--- src/inc/pss_pkg.sv ---
// Package: register map, field layout, reset values and modes of the PHY status bank
package pss_pkg;
  localparam int ADDR_W = 5;
  localparam int DATA_W = 16;
  localparam int IDLE_CNT_W = 8;
  localparam int IRQ_W = 3;
  localparam int RX_DATA_W = 8;
  localparam int MMD_MEM_DEPTH = 32;
  localparam int MMD_DEV_SEL_W = 2;
  localparam int MMD_REG_SEL_W = 3;

  localparam logic [ADDR_W-1:0] ADDR_GIG_STATUS = 5'h0a;
  localparam logic [ADDR_W-1:0] ADDR_MMD_SETUP = 5'h0d;
  localparam logic [ADDR_W-1:0] ADDR_MMD_DATA = 5'h0e;
  localparam logic [ADDR_W-1:0] ADDR_EXT_STATUS = 5'h0f;
  localparam logic [ADDR_W-1:0] ADDR_LOOPBACK = 5'h11;
  localparam logic [ADDR_W-1:0] ADDR_IRQ_STATUS = 5'h18;
  localparam logic [ADDR_W-1:0] ADDR_IRQ_MASK = 5'h19;

  localparam int GS_FAULT_BIT = 15;
  localparam int GS_MASTER_BIT = 14;
  localparam int GS_LRX_BIT = 13;
  localparam int GS_RRX_BIT = 12;
  localparam int GS_LPFD_BIT = 11;
  localparam int GS_LPHD_BIT = 10;
  localparam logic [1:0] GS_RSVD_VAL = 2'h0;

  localparam logic [IDLE_CNT_W-1:0] IDLE_CNT_RST = 8'h00;
  localparam logic [IDLE_CNT_W-1:0] IDLE_CNT_ONE = 8'h01;
  localparam logic [IDLE_CNT_W-1:0] IDLE_CNT_MAX = 8'hff;

  localparam int MMD_MODE_HI = 15;
  localparam int MMD_MODE_LO = 14;
  localparam logic [DATA_W-1:0] MMD_SETUP_RST = 16'h0000;
  localparam logic [DATA_W-1:0] MMD_DATA_RST = 16'h0000;
  localparam logic [DATA_W-1:0] MMD_ADDR_ONE = 16'h0001;

  typedef enum logic [1:0] {
    PSS_MMD_REG = 2'b00,
    PSS_MMD_DATA_NOINC = 2'b01,
    PSS_MMD_DATA_INC_RW = 2'b10,
    PSS_MMD_DATA_INC_W = 2'b11
  } pss_mmd_mode_e;

  localparam logic [DATA_W-1:0] EXT_STATUS_VAL = 16'h3000;

  localparam logic [DATA_W-1:0] LOOPBACK_RST = 16'h00f4;
  localparam int LB_BIT = 8;
  localparam int LB_RC_BIT = 1;

  localparam logic [1:0] TXMODE_SEND_N = 2'h0;

  localparam int IRQ_FAULT = 0;
  localparam int IRQ_IDLE_ERR = 1;
  localparam int IRQ_RX_LOST = 2;
  localparam logic [IRQ_W-1:0] IRQ_RST = 3'h0;
endpackage

--- src/rtl/pss_phy_regs.sv ---
// Per-port PHY gigabit status, MMD indirect access, extended status and loopback registers
//
// Functional notes
// [RULE1] Fault bit 15 latches high, clears after read
// [RULE2] Bit 14 shows master (1) or slave
// [RULE3] Bit 13 shows local receiver OK
// [RULE4] Bit 12 shows remote receiver OK
// [RULE5] Bits 11/10 show partner gigabit full/half
// [RULE6] 8-bit idle error count, clears on read
// [RULE7] Count each erroneous idle symbol period; counted only while transmit mode is TXMODE_SEND_N
// [RULE8] Setup bits 15:14 select operation mode
// [RULE9] Setup bits 4:0 select MMD device; only bits 1:0 reach the storage index
// [RULE10] Mode 00: data register is register address
// [RULE11] Data modes: data register is device data
// [RULE12] Mode 10: address increments on read, write
// [RULE13] Mode 11 increments on writes; 01 never
// [RULE14] Extended status reads 0x3000 fixed
// [RULE15] Loopback bit 8 loops receive to transmit
// [RULE16] Receive pair data retransmitted on transmit pair
// [RULE17] Idle counter saturates at 255
//
// The plain strobed port was decided locally.
`timescale 1ns/1ps
module pss_phy_regs
  import pss_pkg::*;
(
  input wire logic core_clk_i,
  input wire logic nrst_i,
  input wire logic [ADDR_W-1:0] addr_i,
  input wire logic [DATA_W-1:0] wdata_i,
  input wire logic wr_i,
  input wire logic rd_i,
  output logic [DATA_W-1:0] rdata_o,
  input wire logic ms_fault_evt_i,
  input wire logic ms_master_i,
  input wire logic local_rx_ok_i,
  input wire logic remote_rx_ok_i,
  input wire logic lp_1000_fd_i,
  input wire logic lp_1000_hd_i,
  input wire logic symbol_tick_i,
  input wire logic rx_idle_i,
  input wire logic [1:0] transmit_mode_indication_i,
  input wire logic rx_error_i,
  input wire logic [RX_DATA_W-1:0] rx_data_i,
  input wire logic rx_dv_i,
  input wire logic [RX_DATA_W-1:0] sw_tx_data_i,
  input wire logic sw_tx_en_i,
  output logic [RX_DATA_W-1:0] tx_data_o,
  output logic tx_en_o,
  output logic remote_loopback_o,
  output logic irq_o
);
  ////////////////////////////////////////////////////////////////////////////////
  typedef struct packed {
    logic [DATA_W-1:0] rdata;
    logic ms_fault;
    logic [DATA_W-1:0] mmd_setup;
    logic [DATA_W-1:0] mmd_addr;
    logic [MMD_MEM_DEPTH-1:0][DATA_W-1:0] mem;
    logic [DATA_W-1:0] loopback;
    logic [IRQ_W-1:0] irq_status;
    logic [IRQ_W-1:0] irq_mask;
    logic irq;
    logic lrx_prev;
    logic [RX_DATA_W-1:0] tx_data;
    logic tx_en;
  } pss_regs_s;

  pss_regs_s st;
  pss_regs_s next_st;
  logic rst_meta;
  logic rst_n;
  logic [IDLE_CNT_W-1:0] idle_cnt;
  logic idle_inc;
  logic idle_clr;
  logic gs_rd;
  logic data_acc;
  logic [MMD_DEV_SEL_W+MMD_REG_SEL_W-1:0] idx;
  pss_mmd_mode_e mode;
  logic [DATA_W-1:0] gs_word;
  logic [IRQ_W-1:0] irq_evt;
  logic [IRQ_W-1:0] irq_w1c;

  ////////////////////////////////////////////////////////////////////////////////
  // Reset release through two flops
  always_ff @(posedge core_clk_i or negedge nrst_i) begin
    if (!nrst_i) begin
      rst_meta <= 1'b0;
      rst_n <= 1'b0;
    end else begin
      rst_meta <= 1'b1;
      rst_n <= rst_meta;
    end
  end

  ////////////////////////////////////////////////////////////////////////////////
  // Status inputs come from PHY logic on this clock, so no synchroniser
  assign idle_inc = symbol_tick_i && rx_idle_i && rx_error_i
                    && (transmit_mode_indication_i == TXMODE_SEND_N); // [RULE7]
  assign gs_rd = rd_i && (addr_i == ADDR_GIG_STATUS);
  assign idle_clr = gs_rd; // [RULE6]

  pss_sat_cnt u_idle_cnt (
    .clk_i(core_clk_i),
    .rst_n_i(rst_n),
    .inc_i(idle_inc),
    .clr_i(idle_clr),
    .count_o(idle_cnt)
  );

  // Only 2 device bits and 3 address bits reach storage: a small MMD window
  assign idx = {st.mmd_setup[MMD_DEV_SEL_W-1:0], st.mmd_addr[MMD_REG_SEL_W-1:0]}; // [RULE9]
  assign mode = pss_mmd_mode_e'(st.mmd_setup[MMD_MODE_HI:MMD_MODE_LO]); // [RULE8]
  assign data_acc = (rd_i || wr_i) && (addr_i == ADDR_MMD_DATA);

  assign gs_word = {st.ms_fault, ms_master_i, local_rx_ok_i, remote_rx_ok_i,
                    lp_1000_fd_i, lp_1000_hd_i, GS_RSVD_VAL, idle_cnt}; // [RULE2] [RULE3] [RULE4] [RULE5]

  assign irq_evt = {st.lrx_prev && !local_rx_ok_i, idle_inc, ms_fault_evt_i};
  assign irq_w1c = (wr_i && addr_i == ADDR_IRQ_STATUS) ? wdata_i[IRQ_W-1:0] : IRQ_RST;

  ////////////////////////////////////////////////////////////////////////////////
  always_comb begin
    next_st = st;
    next_st.rdata = '0;
    next_st.lrx_prev = local_rx_ok_i;

    if (rd_i) begin
      unique case (addr_i)
        ADDR_GIG_STATUS: next_st.rdata = gs_word;
        ADDR_MMD_SETUP: next_st.rdata = st.mmd_setup;
        ADDR_MMD_DATA: next_st.rdata = (mode == PSS_MMD_REG) ? st.mmd_addr : st.mem[idx]; // [RULE10] [RULE11]
        ADDR_EXT_STATUS: next_st.rdata = EXT_STATUS_VAL; // [RULE14]
        ADDR_LOOPBACK: next_st.rdata = st.loopback;
        ADDR_IRQ_STATUS: next_st.rdata = {{(DATA_W-IRQ_W){1'b0}}, st.irq_status};
        ADDR_IRQ_MASK: next_st.rdata = {{(DATA_W-IRQ_W){1'b0}}, st.irq_mask};
        default: next_st.rdata = '0;
      endcase
    end

    // Set after clear, so a fault in the read cycle survives
    if (gs_rd) begin
      next_st.ms_fault = 1'b0; // [RULE1]
    end
    if (ms_fault_evt_i) begin
      next_st.ms_fault = 1'b1; // [RULE1]
    end

    if (wr_i) begin
      unique case (addr_i)
        ADDR_MMD_SETUP: next_st.mmd_setup = wdata_i; // [RULE8] [RULE9]
        ADDR_LOOPBACK: next_st.loopback = {wdata_i[DATA_W-1:1], 1'b0}; // [RULE15]
        ADDR_IRQ_MASK: next_st.irq_mask = wdata_i[IRQ_W-1:0];
        default: next_st.mmd_setup = st.mmd_setup;
      endcase
    end
    // Reserved read-clear bit of the loopback register
    if (rd_i && addr_i == ADDR_LOOPBACK) begin
      next_st.loopback[LB_RC_BIT] = 1'b0;
    end

    if (data_acc) begin
      unique case (mode)
        PSS_MMD_REG: begin
          if (wr_i) begin
            next_st.mmd_addr = wdata_i; // [RULE10]
          end
        end
        PSS_MMD_DATA_NOINC: begin
          if (wr_i) begin
            next_st.mem[idx] = wdata_i; // [RULE11] [RULE13]
          end
        end
        PSS_MMD_DATA_INC_RW: begin
          if (wr_i) begin
            next_st.mem[idx] = wdata_i; // [RULE11]
          end
          next_st.mmd_addr = st.mmd_addr + MMD_ADDR_ONE; // [RULE12]
        end
        PSS_MMD_DATA_INC_W: begin
          if (wr_i) begin
            next_st.mem[idx] = wdata_i; // [RULE11]
            next_st.mmd_addr = st.mmd_addr + MMD_ADDR_ONE; // [RULE13]
          end
        end
      endcase
    end

    // Events win over a write-one-to-clear in the same cycle
    next_st.irq_status = (st.irq_status & ~irq_w1c) | irq_evt;
    next_st.irq = |(next_st.irq_status & next_st.irq_mask);

    // Loopback bypasses the switch path entirely
    if (st.loopback[LB_BIT]) begin
      next_st.tx_data = rx_data_i; // [RULE15] [RULE16]
      next_st.tx_en = rx_dv_i; // [RULE16]
    end else begin
      next_st.tx_data = sw_tx_data_i;
      next_st.tx_en = sw_tx_en_i;
    end
  end

  always_ff @(posedge core_clk_i or negedge rst_n) begin
    if (!rst_n) begin
      st <= '{rdata: '0, ms_fault: 1'b0, mmd_setup: MMD_SETUP_RST, mmd_addr: MMD_DATA_RST,
              mem: '0, loopback: LOOPBACK_RST, irq_status: IRQ_RST, irq_mask: IRQ_RST,
              irq: 1'b0, lrx_prev: 1'b0, tx_data: '0, tx_en: 1'b0};
    end else begin
      st <= next_st;
    end
  end

  assign rdata_o = st.rdata;
  assign tx_data_o = st.tx_data;
  assign tx_en_o = st.tx_en;
  assign remote_loopback_o = st.loopback[LB_BIT];
  assign irq_o = st.irq;

  ////////////////////////////////////////////////////////////////////////////////
  property p_fault_set;
    @(posedge core_clk_i) disable iff (!rst_n)
      ms_fault_evt_i |=> rd_i && addr_i == ADDR_GIG_STATUS |=> rdata_o[GS_FAULT_BIT];
  endproperty
  a_fault_set: assert property (p_fault_set) // [RULE1]
    else $error("latched fault not reported on next read");

  property p_fault_clr;
    @(posedge core_clk_i) disable iff (!rst_n)
      gs_rd && !ms_fault_evt_i |=> !st.ms_fault;
  endproperty
  a_fault_clr: assert property (p_fault_clr) // [RULE1]
    else $error("fault flag not cleared by read");

  property p_master;
    @(posedge core_clk_i) disable iff (!rst_n)
      gs_rd |=> rdata_o[GS_MASTER_BIT] == $past(ms_master_i);
  endproperty
  a_master: assert property (p_master) // [RULE2]
    else $error("resolution bit wrong");

  property p_rx_health;
    @(posedge core_clk_i) disable iff (!rst_n)
      gs_rd |=> rdata_o[GS_LRX_BIT] == $past(local_rx_ok_i) && rdata_o[GS_RRX_BIT] == $past(remote_rx_ok_i);
  endproperty
  a_rx_health: assert property (p_rx_health) // [RULE3] [RULE4]
    else $error("receiver status bits wrong");

  property p_lp_caps;
    @(posedge core_clk_i) disable iff (!rst_n)
      gs_rd |=> rdata_o[GS_LPFD_BIT] == $past(lp_1000_fd_i) && rdata_o[GS_LPHD_BIT] == $past(lp_1000_hd_i);
  endproperty
  a_lp_caps: assert property (p_lp_caps) // [RULE5]
    else $error("partner capability bits wrong");

  property p_idle_clr;
    @(posedge core_clk_i) disable iff (!rst_n)
      gs_rd && !idle_inc |=> idle_cnt == IDLE_CNT_RST;
  endproperty
  a_idle_clr: assert property (p_idle_clr) // [RULE6]
    else $error("idle count not cleared by read");

  property p_idle_inc;
    @(posedge core_clk_i) disable iff (!rst_n)
      idle_inc && !idle_clr && idle_cnt != IDLE_CNT_MAX |=> idle_cnt == $past(idle_cnt) + IDLE_CNT_ONE;
  endproperty
  a_idle_inc: assert property (p_idle_inc) // [RULE7]
    else $error("idle count did not step");

  property p_setup_rd;
    @(posedge core_clk_i) disable iff (!rst_n)
      wr_i && addr_i == ADDR_MMD_SETUP ##1 rd_i && addr_i == ADDR_MMD_SETUP |=> rdata_o == $past(wdata_i, 2);
  endproperty
  a_setup_rd: assert property (p_setup_rd) // [RULE8] [RULE9]
    else $error("setup register readback wrong");

  property p_reg_mode;
    @(posedge core_clk_i) disable iff (!rst_n)
      wr_i && addr_i == ADDR_MMD_DATA && mode == PSS_MMD_REG |=> st.mmd_addr == $past(wdata_i);
  endproperty
  a_reg_mode: assert property (p_reg_mode) // [RULE10]
    else $error("register address not taken");

  property p_data_rd;
    @(posedge core_clk_i) disable iff (!rst_n)
      rd_i && addr_i == ADDR_MMD_DATA && mode != PSS_MMD_REG |=> rdata_o == $past(st.mem[idx]);
  endproperty
  a_data_rd: assert property (p_data_rd) // [RULE11]
    else $error("data read not from selected register");

  property p_inc_rw;
    @(posedge core_clk_i) disable iff (!rst_n)
      data_acc && mode == PSS_MMD_DATA_INC_RW |=> st.mmd_addr == $past(st.mmd_addr) + MMD_ADDR_ONE;
  endproperty
  a_inc_rw: assert property (p_inc_rw) // [RULE12]
    else $error("address not advanced");

  property p_no_inc;
    @(posedge core_clk_i) disable iff (!rst_n)
      data_acc && (mode == PSS_MMD_DATA_NOINC || (rd_i && mode == PSS_MMD_DATA_INC_W)) |=> $stable(st.mmd_addr);
  endproperty
  a_no_inc: assert property (p_no_inc) // [RULE13]
    else $error("address advanced when it must hold");

  property p_ext;
    @(posedge core_clk_i) disable iff (!rst_n)
      rd_i && addr_i == ADDR_EXT_STATUS |=> rdata_o == EXT_STATUS_VAL;
  endproperty
  a_ext: assert property (p_ext) // [RULE14]
    else $error("extended status value wrong");

  property p_loop;
    @(posedge core_clk_i) disable iff (!rst_n)
      st.loopback[LB_BIT] |=> tx_data_o == $past(rx_data_i) && tx_en_o == $past(rx_dv_i);
  endproperty
  a_loop: assert property (p_loop) // [RULE15] [RULE16]
    else $error("loopback path not taken");

  property p_fault_hold;
    @(posedge core_clk_i) disable iff (!rst_n)
      st.ms_fault && !gs_rd |=> st.ms_fault;
  endproperty
  a_fault_hold: assert property (p_fault_hold) // [RULE1]
    else $error("fault latch dropped without a read");

  property p_idle_field;
    @(posedge core_clk_i) disable iff (!rst_n)
      gs_rd |=> rdata_o[IDLE_CNT_W-1:0] == $past(idle_cnt) && rdata_o[GS_LPHD_BIT-1:IDLE_CNT_W] == GS_RSVD_VAL;
  endproperty
  a_idle_field: assert property (p_idle_field) // [RULE6]
    else $error("idle count field wrong");

  property p_inc_w;
    @(posedge core_clk_i) disable iff (!rst_n)
      data_acc && wr_i && mode == PSS_MMD_DATA_INC_W |=> st.mmd_addr == $past(st.mmd_addr) + MMD_ADDR_ONE;
  endproperty
  a_inc_w: assert property (p_inc_w) // [RULE13]
    else $error("address not advanced after write");

  property p_data_wr;
    @(posedge core_clk_i) disable iff (!rst_n)
      wr_i && addr_i == ADDR_MMD_DATA && mode != PSS_MMD_REG |=> st.mem[$past(idx)] == $past(wdata_i);
  endproperty
  a_data_wr: assert property (p_data_wr) // [RULE11]
    else $error("data write did not reach selected register");

  property p_loop_wr;
    @(posedge core_clk_i) disable iff (!rst_n)
      wr_i && addr_i == ADDR_LOOPBACK |=> remote_loopback_o == $past(wdata_i[LB_BIT]);
  endproperty
  a_loop_wr: assert property (p_loop_wr) // [RULE15]
    else $error("loopback enable not taken");

  property p_switch;
    @(posedge core_clk_i) disable iff (!rst_n)
      !st.loopback[LB_BIT] |=> tx_data_o == $past(sw_tx_data_i) && tx_en_o == $past(sw_tx_en_i);
  endproperty
  a_switch: assert property (p_switch) // [RULE15]
    else $error("switch path not taken in normal operation");
endmodule

--- src/rtl/pss_sat_cnt.sv ---
// Saturating idle error counter with clear-on-read
`timescale 1ns/1ps
module pss_sat_cnt
  import pss_pkg::*;
(
  input wire logic clk_i,
  input wire logic rst_n_i,
  input wire logic inc_i,
  input wire logic clr_i,
  output logic [IDLE_CNT_W-1:0] count_o
);
  typedef struct packed {
    logic [IDLE_CNT_W-1:0] count;
  } pss_cnt_s;

  pss_cnt_s st;
  pss_cnt_s next_st;

  always_comb begin
    next_st = st;
    if (clr_i) begin
      // An error in the clearing cycle is kept, not lost
      next_st.count = inc_i ? IDLE_CNT_ONE : IDLE_CNT_RST; // [RULE6]
    end else if (inc_i && st.count != IDLE_CNT_MAX) begin
      next_st.count = st.count + IDLE_CNT_ONE; // [RULE7] [RULE17]
    end
  end

  always_ff @(posedge clk_i or negedge rst_n_i) begin
    if (!rst_n_i) begin
      st <= '{count: IDLE_CNT_RST};
    end else begin
      st <= next_st;
    end
  end

  assign count_o = st.count;

  property p_sat_hold;
    @(posedge clk_i) disable iff (!rst_n_i)
      (st.count == IDLE_CNT_MAX) && !clr_i |=> st.count == IDLE_CNT_MAX;
  endproperty
  a_sat_hold: assert property (p_sat_hold) // [RULE17]
    else $error("idle counter left saturation without clear");
endmodule

--- config.mk ---
export PLATFORM = sky130hd
export DESIGN_NAME = pss_phy_regs
export DESIGN_NICKNAME = d
export VERILOG_FILES = /design/src/inc/pss_pkg.sv /design/src/rtl/pss_phy_regs.sv /design/src/rtl/pss_sat_cnt.sv
export SDC_FILE = /design/constraint.sdc
export NUM_CORES = 1
export LEC_CHECK = 0
export ABC_AREA = 1
export ABC_CLOCK_PERIOD_IN_PS = 25600
export BUFFER_PORTS_ARGS = -buffer_cell sky130_fd_sc_hd__clkbuf_2
export CORE_AREA = 4 4 241 243
export CTS_CLUSTER_SIZE = 8
export DETAILED_ROUTE_END_ITERATION = 7
export DIE_AREA = 0 0 245 247
export GPL_TIMING_DRIVEN = 0
export PLACE_DENSITY = 0.73
export RECOVER_POWER = 100
export SYNTH_ARGS = -nofsm -noshare
export SYNTH_HDL_FRONTEND = slang
export SYNTH_SLANG_ARGS = --single-unit
--- constraint.sdc ---
create_clock -name core_clk_i -period 25.6 [get_ports core_clk_i]
set_input_delay 2.56 -clock core_clk_i [delete_from_list [all_inputs] [get_ports core_clk_i]]
set_output_delay 2.56 -clock core_clk_i [all_outputs]
set_load 0.005 [all_outputs]
After elaboration in Yosys (flattened, before gate mapping)
Index checks and enable logic that the tools add are counted.

cells by class
  $add $sub $neg = 2
  muxes and demuxes = 25
  bitwise operators = 4
  equal/unequal tests = 14
  $lt $le $gt $ge = 2
  reductions and logical operators = 27

operators with widths
  cell                                                                                  count
  512-bit one-hot mux with 2 select lines                                               1
  528-bit 2-to-1 mux                                                                    1
  512-bit bitwise mux                                                                   1
  512-bit 2-to-1 mux                                                                    1
  16-bit one-hot mux with 7 select lines                                                1
  16-bit binary-select mux with 5-bit select                                            1
  16-bit demux with 5-bit select                                                        1
  16-bit 2-to-1 mux                                                                     5
  16-bit one-hot mux with 3 select lines                                                1
  5-bit by 4-bit equality test with 1-bit output (second input constant)                4
  16-bit by 1-bit adder with 16-bit output (second input constant)                      1
  8-bit 2-to-1 mux                                                                      2
  5-bit equality test (second input constant)                                           3
  1-bit logical AND                                                                     10
  2-bit nonzero test                                                                    5
  3-bit 2-to-1 mux                                                                      3
  9-bit 2-to-1 mux                                                                      1
  8-bit by 1-bit adder with 8-bit output (second input constant)                        1
  8-bit != test (second input constant)                                                 1
  4-bit AND reduction                                                                   2
  3-bit bitwise AND                                                                     2
  5-bit by 6-bit < comparator with 1-bit output (second input constant)                 1
  2-bit AND reduction                                                                   3
  5-bit by 1-bit greater-or-equal comparator with 1-bit output (second input constant)  1
  other kinds (14)                                                                      21

storage, ports and cells
  output and inout bits = 27
  logic and storage cells = 121
  register bits after elaboration = 603
  input bits = 54

Depth between registers and ports, before layout
  depth in word-level cells = 8
  gate-level depth with buffers = 16
  mapped depth without buffers = 13

Modules after synthesis
A second synthesis with hierarchy kept.

unflattened totals
  cell total of the unflattened synthesis = 3448
  area, all modules = 28801.4 µm²

modules (own cells, without submodules)
  module        instances  sequential area each (µm²)  cells each  area each (µm²)
  pss_phy_regs  1          14895.5                     3379        28282.1
  pss_sat_cnt   1          200.2                       69          519.2

Least setup slack after synthesis
No wires, ideal clock.

  path type = input to register
  start point = input port addr_i[4]
  end point = register st[348] in the netlist's numbering
  library setup time = 133 ps
  slack = 21891 ps
  required time = 25467 ps
  arrival time = 3576 ps
  buffers on the path = 1
  stages on the path = 11
  path through = inv_1 nand3_1 inv_1 nand2_2 inv_2 nand2_4 inv_2 nand3_1 buf_2 nand2_1 o21ai_0

between the ends
  longest elaborated chain between the ends = 3

RTL lines
  item                                            RTL line             RTL
  from (decl)                                     pss_phy_regs.sv:29   input wire logic [ADDR_W-1:0] addr_i,
  5-bit by 4-bit equality test with 1-bit output  pss_phy_regs.sv:114  assign data_acc = (rd_i || wr_i) && (addr_i == ADDR_MMD_DATA);
  1-bit logical AND                               pss_phy_regs.sv:114
  4-bit AND reduction (no source line)            --
  to (signal assigned)                            pss_phy_regs.sv:205  st <= '{rdata: '0, ms_fault: 1'b0, mmd_setup: MMD_SETUP_RST, mmd_addr: MMD_DATA_RST,
  to (signal assigned)                            pss_phy_regs.sv:209  st <= next_st;
  to (decl)                                       pss_phy_regs.sv:69   pss_regs_s st;

Every way passes these cells.
A chain may end at the register's enable or synchronous reset.

==> summary.md <==
| Metric | Value |
|---|---|
| Status | `complete, but fails checks` |
| Violated checks | `max-capacitance violations, max-slew violations` |
| CTS Buffer Depth | `3` |
| FF+latch area | `0.0151 mm²` |
| Synth top area share | `53.9%` |
| Setup skew after layout | `0.0170 ns` |
| Met2 global-route usage | `48.0%` |
| Vias in the first global route | `24672` |
| Synth warnings | `0` |
| Htree depth | `3` |
| Count leader, synth | `nand2_1` |
| Global-route wire length before repair | `150 mm` |
| Number of fill cells | `5274` |
| Peak supply drop | `42.9 µV` |
| Clock network power share | `37.8%` |
| CP max stage cell | `clkbuf_1` |
| Die Ht | `247 µm` |
| Final Cycle Share | `47.4%` |
| CTS tree | `done` |
| Final ANT Viol Nets | `0` |
| Minimum clock period | `12.13 ns` |
| Detailed Place HPWL | `69.0 mm` |
| Synth top cells by count | `918 x nand2_1, 796 x o21ai_0, 598 x dfrtp_1, 420 x nor2_1, 129 x clkbuf_1` |
| CTS sink count | `603` |
| Seq/Total Area, Yosys | `54.4%` |
| PostCTS Resize Cnt | `0` |
| Post-synth top flop | `dfrtp_1` |
| Dominant cell type by area after synthesis | `dfrtp_1` |
| Met1 usage | `44.2%` |
| Root buffer cell | `clkbuf_16` |
| Combinational group share of total power | `23.9%` |
| FMAX | `82.4 MHz` |
| Internal power | `1750 µW` |
| Adder-cell area share of the yosys netlist | `0.406%` |
| Number of synthesized flops with an enable pin | `0` |
| Final-report max-slew violation count | `622` |
| M3 GR Usage | `9.00%` |
| Leak | `0.0144 µW` |
| Cts hold-fix bufs | `0` |
| Cells after DPL | `4287` |
| Mapped Area | `0.0278 mm²` |
| Worst r2r dst | `st[502]$_DFFE_PN0P_` |
| Nets@finish | `3681` |
| Final setup viols | `0` |
| Max Cap Violations | `11` |
| Post-Synth Simple-Gate Area | `20.0%` |
| Final wirelength | `99.8 mm` |
| Die Width | `245 µm` |
| Remaining DRCs | `0` |
| Area delta synth->final | `12.5%` |
| Multiplexer share of the synthesized area | `0%` |
| RR Startpoint | `rst_n$_DFF_PN0_` |
| CORE AREA | `0.0560 mm²` |
| Compound-Gate Fraction of Synth Area | `18.5%` |
| Busiest grt layer | `met2` |
| Post-synth cell types | `40` |
| Rel. slew slack | `-140%` |
| R2R setup slack | `13.47 ns` |
| Finished Layout Cells | `4387` |
| Sw Share | `33.6%` |
| Final hold violation count | `0` |
| # Post-CTS Setup Buffers | `0` |
| Cell mode on critical path | `clkbuf_1` |
| Worst-case reg-to-reg path depth | `4` |
| CP endpoint kind | `async pin` |
| Largest net degree at the start of global routing | `70` |
| Hold Path Origin | `rst_meta$_DFF_PN0_` |
| Sequential Power Share | `38.3%` |
| Ys async rst share | `100%` |
| Crit-path cells | `clkbuf_1, clkbuf_1, clkbuf_1, clkbuf_1` |
| Vias | `26158` |
| Syn_area_per_cell | `8.07 µm²` |
| Fraction of layout cells with a size suffix above 1 | `7.05%` |
| Hold Path Stages | `0` |
| GRT overflow | `0` |
| Worst Tran Pin Value | `3.61 ns` |
| Die ar. | `0.0605 mm²` |
| Post-synthesis xor/xnor area fraction | `0.0946%` |
| Crit start category | `register` |
| Total GRT Usage | `32.6%` |
| Max incr delay on CP | `2.66 ns` |
| CP Max Fanout | `69` |
| Cell row count | `87` |
| Post-Synthesis Cells | `3441` |
| Crit path kind | `register to async pin` |
| Initial core utilization | `49.6%` |
| CP Data Arrival Time | `12.13 ns` |
| IO Count | `81` |
| CTS buffer count | `85` |
| Flop and latch count out of synthesis | `603` |
| Net Switching | `886 µW` |
| Worst Path Required | `25.60 ns` |
| Hold Path End | `rst_n$_DFF_PN0_` |
| Worst-path clk slew | `0.05 ns` |
| Setup TNS | `0 ns` |
| Top post-synthesis cells by area | `dfrtp_1 54%, o21ai_0 14%, nand2_1 12%, nor2_1 5.7%, buf_2 1.8%` |
| Area of the multi-input gates | `0.0108 mm²` |
| Pwr dens | `84.5 mW/mm²` |
| Initial antenna violation count | `2` |
| RD Place Congestion | `1.04` |
| Main combinational cell family by area after synthesis | `simple AND/OR/NAND/NOR gates` |
| Skew-Pair Late Insertion Delay | `0.62 ns` |
| Synth Net Count | `3504` |
| RSZ-0062 raised after global routing | `false` |
| DRT Pass-1 Iters | `7` |
| IO Port Bufs | `80` |
| Iter 0 DRT Violations | `3550` |
| Via-to-Cell Ratio | `5.96` |
| Avg WL per Cell | `22.7 µm` |
| Worst hold path class | `register to register` |
## power by group through the flow
stage          Combinational (µW)  Clock [µW]  Sequential (µW)
2_1_floorplan                 359           0             1030
6_report                      630         998             1010
4_1_cts                       611        1000             1010
5_1_grt                       669        1040             1010
3_3_place_gp                  580           0             1040
3_5_place_dp                  607           0             1030
## cell families after synthesis
logic type / after synthesis
adders and majority gates: 9
DFF: 603
and+or+nand+nor: 1430
xor gates and xnor gates: 3
AOI/OAI and AO/OA: 997
other: 1
buffers and inverters: 398
## sequential cells by signal (all words and copies together), names as in the netlist
| register | flops |
|---|---|
| irq_o | 1 |
| st | 558 |
| mode | 2 |
| tx_en_o | 1 |
| rst_n | 1 |
| rst_meta | 1 |
| rdata_o | 16 |
| gs_word | 1 |
| u_idle_cnt.count_o | 8 |
| remote_loopback_o | 1 |
| tx_data_o | 8 |
| idx | 5 |
## layout make-up
| type | count | share of cell area (%) |
|---|---|---|
| Antenna cell | 1 | 0.00801 |
| Buffer | 285 | 4.33 |
| Clock buffer | 97 | 7.09 |
| Clock inverter | 2 | 0.0441 |
| Inverter | 113 | 1.37 |
| Multi-Input combinational cell | 2440 | 34.5 |
| Sequential cell | 603 | 48.3 |
| Tap cell | 756 | 3.03 |
| Timing Repair Buffer | 90 | 1.31 |
## critical path, delay by kind of cell, from the launching register on
kind                   cells  cell delay, ns
flip-flops                 1            1.71
buffers and inverters      4            9.67
## placed cells by master (no fill, tap or decap), types with 9 or more instances in the layout
cell / n
nand3_1: 60
buf_4: 29
buf_2: 49
o21ai_1: 56
dfrtp_1: 598
clkbuf_2: 56
inv_1: 103
nand2_1: 922
clkbuf_16: 87
a21oi_1: 49
nor2_1: 424
o21ai_0: 825
nor3_1: 14
buf_6: 11
o22ai_1: 33
ha_1: 9
clkbuf_1: 226
a221oi_1: 9
## worst max-delay path by stage
stage               startpoint                                 to  slack (ns)  cells after the start
4_1_cts              addr_i[0]                st[230]$_DFFE_PN0P_       21.66                     11
5_1_grt        rst_n$_DFF_PN0_                st[489]$_DFFE_PN0P_       11.01                      4
2_1_floorplan  rst_n$_DFF_PN0_            gs_word[15]$_DFFE_PN0P_        7.56                      0
3_5_place_dp         addr_i[0]                st[230]$_DFFE_PN0P_       21.03                     11
3_3_place_gp   rst_n$_DFF_PN0_  u_idle_cnt.count_o[6]$_DFFE_PN0P_        0.62                      0
6_report       rst_n$_DFF_PN0_                st[502]$_DFFE_PN0P_       13.47                      4
## metrics by stage
step	setup slack [ns]	hold slack [ns]	power, µW	util [%]	instance area, µm²
global placement	0.623	0.335	1620	52.0	29100
global route	11.01	0.360	2720	55.8	31200
detailed placement	21.03	0.344	1630	52.5	29400
finish	13.47	0.349	2640	55.8	31200
floorplan	7.56	0.331	1390	-	27800
CTS	21.66	0.355	2620	56.5	31600
## layer usage
| metal | share of wire [%] | wire length, µm | vias up |
|---|---|---|---|
| met1 | 39 | 38800 | 12692 |
| met2 | 43 | 43000 | 1621 |
| li1 | - | - | 11544 |
| met5 | 0 | 0 | - |
| met4 | 5.6 | 5550 | 0 |
| met3 | 12 | 12400 | 301 |
Note: power is estimated with default switching activity, not from simulation.
